--- src/logic/lic_map.vh ---
// Purpose: constants for the local interrupt and bus control block
// Assumes: one 100 MHz core clock
// Notes:   source indices, bus release mode codes and timer widths
`ifndef LIC_MAP_VH
`define LIC_MAP_VH
`define LIC_NSRC          8
`define LIC_SRC_ABORT     3'h0
`define LIC_SRC_TIMER     3'h1
`define LIC_SRC_SER1      3'h2
`define LIC_SRC_SER2      3'h3
`define LIC_SRC_DMA       3'h4
`define LIC_SRC_ACFAIL    3'h5
`define LIC_SRC_SYSFAIL   3'h6
`define LIC_SRC_SECBUS    3'h7
`define LIC_REL_ON_REQ    2'h0
`define LIC_REL_ON_CLEAR  2'h1
`define LIC_REL_TIMEOUT   2'h2
`define LIC_REL_WHEN_DONE 2'h3
`define LIC_TMR_W         24
`define LIC_PRE_W         5
`define LIC_LED_W         6
`define LIC_RAT_CYCLES    8'hFF
`endif

--- src/logic/lic_top.v ---
// Purpose: local interrupt routing, backplane irq gating, status lights, timer, bus release
// Assumes: all inputs except the async reset i_rst_b synchronous to i_core_clk; one request is presented at a time
// Notes:   configuration is plain ports held by the host side
`include "lic_map.vh"
`default_nettype none
module lic_top (
  input  wire        i_core_clk,       // board clock
  input  wire        i_rst_b,          // async reset, active low
  input  wire [7:0]  i_src_req,        // local sources, level high, index per map
  input  wire [1:0]  i_ser1_cause,     // serial 1 vector select 0..2
  input  wire [1:0]  i_ser2_cause,     // serial 2 vector select 0..2
  input  wire [23:0] i_src_lvl,        // 3-bit cpu level per source
  input  wire [63:0] i_src_vec,        // 8-bit vector per source
  input  wire [31:0] i_ser_vec,        // extra vectors: ser1 v1,v2 then ser2 v1,v2
  input  wire [7:1]  i_bp_irq,         // backplane irq levels, high = asserted
  input  wire [7:1]  i_bp_irq_en,      // software enable per backplane level
  input  wire        i_iack,           // cpu acknowledges current request
  input  wire        i_acfail_b,       // backplane power fail, low active
  input  wire        i_sysfail_b,      // backplane system fail, low active
  input  wire [5:0]  i_led_set,        // software light bits
  input  wire        i_tmr_load,       // pulse: load counter and prescale
  input  wire [23:0] i_tmr_preset,     // counter reload value
  input  wire [4:0]  i_tmr_prescale,   // prescale divisor minus one
  input  wire        i_tmr_run,        // counter runs while high
  input  wire        i_tmr_ack,        // pulse: clear timer event
  input  wire [1:0]  i_rel_mode,       // bus release mode
  input  wire        i_bus_want,       // local master needs the backplane
  input  wire        i_bus_done,       // local master finished its cycle
  input  wire        i_bus_clear,      // backplane bus clear seen
  input  wire        i_bus_req_other,  // another master requests
  input  wire        i_sysctl,         // board acts as system controller
  input  wire        i_arb_req,        // level request line seen by arbiter
  input  wire        i_arb_busy,       // bus busy line
  input  wire [1:0]  i_int_req,        // pulse: raise interrupter request
  input  wire [5:0]  i_int_lvl,        // 3-bit level per interrupter
  input  wire [1:0]  i_int_ack,        // pulse: interrupter acknowledged
  output reg  [2:0]  o_cpu_ipl,        // pending level, 0 = none
  output reg  [7:0]  o_cpu_vec,        // vector for pending request
  output reg         o_cpu_bp,         // pending request is backplane (autovector)
  output reg  [1:0]  o_fail_stat,      // {sysfail, acfail}, high = failed
  output reg  [5:0]  o_led,            // front panel lights
  output reg  [23:0] o_tmr_count,      // current counter value
  output reg         o_tmr_event,      // sticky timer expiry
  output reg         o_bus_own,        // board owns the backplane
  output reg         o_arb_grant,      // arbiter grant out
  output reg  [13:0] o_int_irq_lvl     // per interrupter level driven, 0 = idle
);
  reg  [4:0]  pre;
  reg  [7:0]  release_after_timeout;
  reg  [2:0]  best_lvl;
  reg  [7:0]  best_vec;
  reg         best_bp;
  reg  [2:0]  l;
  reg  [7:0]  v;
  integer     k;
  wire [7:0]  bp_en_ext;
  wire        bp_gone;
  wire        tmr_expire;
  wire [7:0]  src_live;
  wire [63:0] src_vec_eff;
  genvar      s;

  // a serial source answers with one of three vectors chosen by its cause
  generate
    for (s = 0; s < `LIC_NSRC; s = s + 1) begin : g_src
      wire [1:0] cause;
      wire [7:0] alt1;
      wire [7:0] alt2;
      assign cause = (s == `LIC_SRC_SER1) ? i_ser1_cause :
                     (s == `LIC_SRC_SER2) ? i_ser2_cause : 2'h0;
      assign alt1  = (s == `LIC_SRC_SER1) ? i_ser_vec[7:0] : i_ser_vec[23:16];
      assign alt2  = (s == `LIC_SRC_SER1) ? i_ser_vec[15:8] : i_ser_vec[31:24];
      assign src_vec_eff[s*8 +: 8] = (cause == 2'h1) ? alt1 :
                                     (cause == 2'h2) ? alt2 : i_src_vec[s*8 +: 8];
      // timer source is the sticky event, not an input line
      assign src_live[s] = (s == `LIC_SRC_TIMER) ? o_tmr_event : i_src_req[s];
    end
  endgenerate

  // a presented backplane level whose enable is withdrawn is dropped at once
  assign bp_en_ext = {i_bp_irq_en, 1'b0};
  assign bp_gone   = o_cpu_bp && !bp_en_ext[o_cpu_ipl];

  // combinational priority scan; later equal level loses to earlier
  always @* begin
    best_lvl = 3'h0;
    best_vec = 8'h00;
    best_bp  = 1'b0;
    l        = 3'h0;
    v        = 8'h00;
    for (k = 0; k < `LIC_NSRC; k = k + 1) begin
      l = i_src_lvl[k*3 +: 3];
      v = src_vec_eff[k*8 +: 8];
      if (src_live[k] && l > best_lvl) begin
        best_lvl = l;
        best_vec = v;
        best_bp  = 1'b0;
      end
    end
    for (k = 7; k >= 1; k = k - 1) begin
      if (i_bp_irq[k] && i_bp_irq_en[k] && k > best_lvl) begin
        best_lvl = k[2:0];
        best_vec = 8'h00;
        best_bp  = 1'b1;
      end
    end
  end

  // presentation is held until acknowledged unless a higher level arrives or a shown backplane level loses its enable
  always @(posedge i_core_clk or negedge i_rst_b) begin
    if (!i_rst_b) begin
      o_cpu_ipl <= 3'h0;
      o_cpu_vec <= 8'h00;
      o_cpu_bp  <= 1'b0;
    end else if (i_iack) begin
      // withdrawn for one cycle; a source still pending is shown again after that
      o_cpu_ipl <= 3'h0;
      o_cpu_vec <= 8'h00;
      o_cpu_bp  <= 1'b0;
    end else if (o_cpu_ipl == 3'h0 || best_lvl > o_cpu_ipl || bp_gone) begin
      o_cpu_ipl <= best_lvl;
      o_cpu_vec <= best_vec;
      o_cpu_bp  <= best_bp;
    end
  end

  always @(posedge i_core_clk or negedge i_rst_b) begin
    if (!i_rst_b) begin
      o_fail_stat <= 2'h0;
      o_led       <= 6'h00;
    end else begin
      o_fail_stat <= {~i_sysfail_b, ~i_acfail_b};
      o_led       <= i_led_set;
    end
  end

  // expiry is the one-to-zero step; kept apart so it can beat a same-cycle ack
  assign tmr_expire = i_tmr_run && !i_tmr_load && pre == 5'h00 &&
                      o_tmr_count == 24'h000001;

  // timer: prescaler then down counter; expiry sets sticky event, set beats ack
  always @(posedge i_core_clk or negedge i_rst_b) begin
    if (!i_rst_b) begin
      pre         <= 5'h00;
      o_tmr_count <= 24'h000000;
      o_tmr_event <= 1'b0;
    end else begin
      if (i_tmr_load) begin
        pre         <= i_tmr_prescale;
        o_tmr_count <= i_tmr_preset;
      end else if (i_tmr_run && o_tmr_count != 24'h000000) begin
        if (pre == 5'h00) begin
          pre         <= i_tmr_prescale;
          o_tmr_count <= o_tmr_count - 24'h000001;
        end else begin
          pre <= pre - 5'h01;
        end
      end
      if (tmr_expire)
        o_tmr_event <= 1'b1;
      else if (i_tmr_ack)
        o_tmr_event <= 1'b0;
    end
  end

  // bus ownership with four release policies
  always @(posedge i_core_clk or negedge i_rst_b) begin
    if (!i_rst_b) begin
      o_bus_own <= 1'b0;
      release_after_timeout       <= 8'h00;
    end else if (!o_bus_own) begin
      release_after_timeout <= 8'h00;
      if (i_bus_want && !i_arb_busy) o_bus_own <= 1'b1;
    end else begin
      // timeout count saturates so a long hold cannot wrap and re-arm
      release_after_timeout <= (release_after_timeout == `LIC_RAT_CYCLES) ? release_after_timeout : release_after_timeout + 8'h01;
      case (i_rel_mode)
        `LIC_REL_ON_REQ:    if (i_bus_done && i_bus_req_other) o_bus_own <= 1'b0;
        `LIC_REL_ON_CLEAR:  if (i_bus_done && i_bus_clear) o_bus_own <= 1'b0;
        `LIC_REL_TIMEOUT:   if (i_bus_done && release_after_timeout == `LIC_RAT_CYCLES) o_bus_own <= 1'b0;
        `LIC_REL_WHEN_DONE: if (i_bus_done) o_bus_own <= 1'b0;
        default:            o_bus_own <= 1'b0;
      endcase
    end
  end

  // single-level arbiter: grant needs system controller and request; taken only while bus idle, then held while busy
  always @(posedge i_core_clk or negedge i_rst_b) begin
    if (!i_rst_b)
      o_arb_grant <= 1'b0;
    else
      o_arb_grant <= i_sysctl && i_arb_req && (o_arb_grant || !i_arb_busy);
  end

  genvar g;
  generate
    for (g = 0; g < 2; g = g + 1) begin : g_intr
      // ack beats a same-cycle request so a stale level is never left up
      always @(posedge i_core_clk or negedge i_rst_b) begin
        if (!i_rst_b)
          o_int_irq_lvl[g*7 +: 7] <= 7'h00;
        else if (i_int_ack[g])
          o_int_irq_lvl[g*7 +: 7] <= 7'h00;
        else if (i_int_req[g] && i_int_lvl[g*3 +: 3] != 3'h0)
          o_int_irq_lvl[g*7 +: 7] <= 7'h01 << (i_int_lvl[g*3 +: 3] - 3'h1);
      end
    end
  endgenerate
endmodule
`default_nettype wire

--- config.mk ---
export PLATFORM = sky130hd
export DESIGN_NAME = lic_top
export DESIGN_NICKNAME = d
export VERILOG_FILES = /design/src/logic/lic_top.v
export VERILOG_INCLUDE_DIRS = /design/src /design/src/logic
export SDC_FILE = /design/constraint.sdc
export NUM_CORES = 1
export LEC_CHECK = 0
export ABC_AREA = 1
export BUFFER_PORTS_ARGS = -buffer_cell sky130_fd_sc_hd__buf_4
export CAP_MARGIN = 5
export CORE_ASPECT_RATIO = 1.4
export CORE_MARGIN = 3
export CORE_UTILIZATION = 50
export CTS_CLUSTER_DIAMETER = 30
export DETAILED_ROUTE_END_ITERATION = 7
export GPL_TIMING_DRIVEN = 0
export PLACE_DENSITY = 0.84
export SETUP_SLACK_MARGIN = 0.3
export SYNTH_ARGS = -nofsm -noshare
export SYNTH_HDL_FRONTEND = slang
export SYNTH_SLANG_ARGS = --single-unit
export TNS_END_PERCENT = 50
--- constraint.sdc ---
create_clock -name i_core_clk -period 20.4 [get_ports i_core_clk]
set_clock_uncertainty 0.15 [all_clocks]
set_input_delay 6.12 -clock i_core_clk [delete_from_list [all_inputs] [get_ports i_core_clk]]
set_output_delay 6.12 -clock i_core_clk [all_outputs]
set_load 0.005 [all_outputs]
==> impl_metrics.env <==
export IMPL_fillers=983
export IMPL_syn_nets=1119
export IMPL_ff2ff_setup_slack_ns=9.79
export IMPL_holdCritPathClass="reg2reg"
export IMPL_yosysSeqAreaShare_pct=30.79
export IMPL_drive_gt1_share_pct=29.77
export IMPL_worst_path_buf_inv=17
export IMPL_setup_viol_count_final=0
export IMPL_netlist_instances=889
export IMPL_hold_violations=0
export IMPL_cpMostUsedCell="nand2_1"
export IMPL_crit_end="o_cpu_vec[3]$_DFFE_PN0P_"
export IMPL_startpoint_type="input port"
export IMPL_synth_top_area_share_pct=30.79
export IMPL_r2r_start="o_tmr_event$_DFFE_PN0P_"
export IMPL_power_mw=0.6363
export IMPL_maxSlewHeadroom_pct=36.36
export IMPL_final_antenna_net_count=0
export IMPL_setup_tns_ns=0
export IMPL_vias=7105
export IMPL_start_util_pct=51.98
export IMPL_cts_setup_buffers=0
export IMPL_synth_distinct_cells=47
export IMPL_core_area_um2=11570
export IMPL_viasPerCell=5.411
export IMPL_yosysWarnings=0
export IMPL_reg2reg_depth=69
export IMPL_grt_pass1_vias=6941
export IMPL_cts_sinks=74
export IMPL_num_rows=46
export IMPL_final_common_cell="buf_4"
export IMPL_gp_congestion=0.9772
export IMPL_leakagePower_nw=4.401
export IMPL_htreeDepth=3
export IMPL_yosys_area_top_type="dfrtp_1"
export IMPL_fin_nets=1394
export IMPL_timing_fmax_mhz=58.90
export IMPL_worstSkewPairLatency_ns=0.33
export IMPL_seqCellArea_um2=1852
export IMPL_io_buffer_count=264
export IMPL_arrival_ns=17.10
export IMPL_drv_slew=0
export IMPL_cts_tree="done"
export IMPL_cts_buffers=9
export IMPL_grt_pass1_wl_um=31460
export IMPL_drt_initial_drc_count=327
export IMPL_die_w_um=98.69
export IMPL_synth_seq_cells=74
export IMPL_final_cell_mix="266 x buf_4, 197 x nand2_1, 108 x o21ai_0"
export IMPL_cts_resized=0
export IMPL_hpwl_um=15910
export IMPL_cp_num_cells=77
export IMPL_grt_max_degree=75
export IMPL_ctsHoldBuffers=0
export IMPL_antenna_diode_count=0
export IMPL_dieArea_um2=13400
export IMPL_crit_type="in2reg"
export IMPL_status="finished clean"
export IMPL_path_delay_family="simple AND/OR/NAND/NOR gates"
export IMPL_grt_setup_unrepaired="no"
export IMPL_ir_drop_uv=55.63
export IMPL_wl_per_cell_um=14.95
export IMPL_crit_fanout=10
export IMPL_timing_rr_end="o_cpu_vec[3]$_DFFE_PN0P_"
export IMPL_worstPathRequired_ns=20.52
export IMPL_slowest_delay_ns=0.76
export IMPL_synthesis_area_um2=6013
export IMPL_synthToLayoutAreaGrowth_pct=41.14
export IMPL_wirelength_um=19620
export IMPL_ioPinCount=269
export IMPL_antenna_found_initial=0
export IMPL_fin_crit_sh_pct=83.23
export IMPL_worst_pin_slew_ns=0.9546
export IMPL_crit_path_end_kind="register"
export IMPL_cts_path_max_buffers=2
export IMPL_overflow=0
export IMPL_drc=0
export IMPL_multiInputGateArea_um2=3626
export IMPL_syn_area_per_cell_um2=6.764
export IMPL_slowest_stage="dlygate4sd3_1"
export IMPL_die_h_um=135.8
export IMPL_ys_top_cells_by_area="dfrtp_1 31%, nand2_1 12%, o21ai_0 9.0%"
export IMPL_cts_root_buf="clkbuf_16"
export IMPL_firstDrtPassIters=5
export IMPL_fin_crit_ns=16.98
export IMPL_drv_cap=0
export IMPL_worstSetupStartpoint="i_src_lvl[0]"
export IMPL_clk_pin_slew_ns=0.06
export IMPL_p_per_area_nw_per_um2=74.98
export IMPL_track_usage_pct=28.74
layout make-up:
type | instances | area share (%)
Sequential cell | 74 | 21.82
Inverter | 106 | 4.688
Timing Repair Buffer | 264 | 23.35
Tap cell | 144 | 2.123
Clock buffer | 10 | 2.816
Multi-Input combinational cell | 682 | 42.72
Buffer | 27 | 1.622
Clock inverter | 6 | 0.8551
how the worst min path moves through the flow:
stage	endpoint	start	slack, ns	depth (start not counted)
2_1_floorplan	o_cpu_vec[0]$_DFFE_PN0P_	o_cpu_vec[0]$_DFFE_PN0P_	0.32	2
5_1_grt	o_cpu_vec[2]$_DFFE_PN0P_	o_cpu_vec[2]$_DFFE_PN0P_	0.36	2
4_1_cts	o_cpu_vec[1]$_DFFE_PN0P_	o_cpu_vec[1]$_DFFE_PN0P_	0.34	2
6_report	o_cpu_vec[0]$_DFFE_PN0P_	o_cpu_vec[0]$_DFFE_PN0P_	0.33	2
3_5_place_dp	o_cpu_vec[1]$_DFFE_PN0P_	o_cpu_vec[1]$_DFFE_PN0P_	0.32	2
3_3_place_gp	o_cpu_vec[0]$_DFFE_PN0P_	o_cpu_vec[0]$_DFFE_PN0P_	0.32	2
cells by family (layout without fill, tap and decap cells):
logic type / count (synthesis) / after routing / synth area share [%]
compound gates: 219 / 219 / 20.56
xor+xnor: 9 / 9 / 1.311
fa+ha+maj: 22 / 22 / 4.578
buf+inv: 133 / 413 / 8.905
flops: 74 / 74 / 30.79
mux: 1 / 1 / 0.1665
simple gates: 431 / 431 / 33.69
worst min-delay path, delay by kind of cell, from the launching register on:
| family | cells | cell delay, ns |
|---|---|---|
| and+or+nand+nor | 2 | 0.11 |
| DFF | 1 | 0.34 |
registers in the layout, summed over array words and instances, names as in the netlist, 2 cells and up:
name,flops
o_tmr_count,24
o_int_irq_lvl,14
release_after_timeout,8
o_fail_stat,2
o_cpu_ipl,3
o_cpu_vec,8
o_led,6
pre,5
routing by layer:
layer / track usage, % / vias to the layer above / part of all wire [%]
met2: 53.46 / 325 / 51
met5: 0 / - / 0
li1: - / 3543 / -
met4: 10.55 / 0 / 2.9
met3: 5.358 / 51 / 7.9
met1: 32.36 / 3186 / 38
synth_stat cells, drive strengths merged:
cell,number
nand2,215
o21ai,114
nand3,105
inv,103
nor2,81
dfrtp,74
a21oi,56
ha,22
clkbuf,16
o211ai,12
buf,10
nor3,10
or2,10
xor2,9
a31oi,8
o311ai,8
a211oi,5
nand4,4
o22ai,4
o31ai,4
clkinv,3
nor4,3
a21boi,2
a32oi,2
and2,2
a21o,1
dlygate4sd3,1
mux2i,1
nand3b,1
o211a,1
o221ai,1
o32a,1
report_power, final:
group | internal, mW | total, mW | switching (mW)
combinational | 0.123 | 0.268 | 0.145
clock | 0.0993 | 0.162 | 0.0632
sequential | 0.174 | 0.206 | 0.0313
total | 0.397 | 0.636 | 0.239
through the flow:
step / utilization, % / hold slack (ns) / instances / area [um2] / setup slack (ns)
after global routing: 73.36 / 0.3574 / 1313 / 8487 / 2.171
after floorplan: - / 0.3227 / 889 / 6013 / 4.318
after global placement: 70.67 / 0.3150 / 1297 / 8175 / 3.278
after detailed placement: 70.67 / 0.3221 / 1297 / 8175 / 3.106
after CTS: 73.36 / 0.3363 / 1313 / 8487 / 3.415
final: 73.36 / 0.3317 / 1313 / 8487 / 3.421
Note: power is estimated with default switching activity, not from simulation.
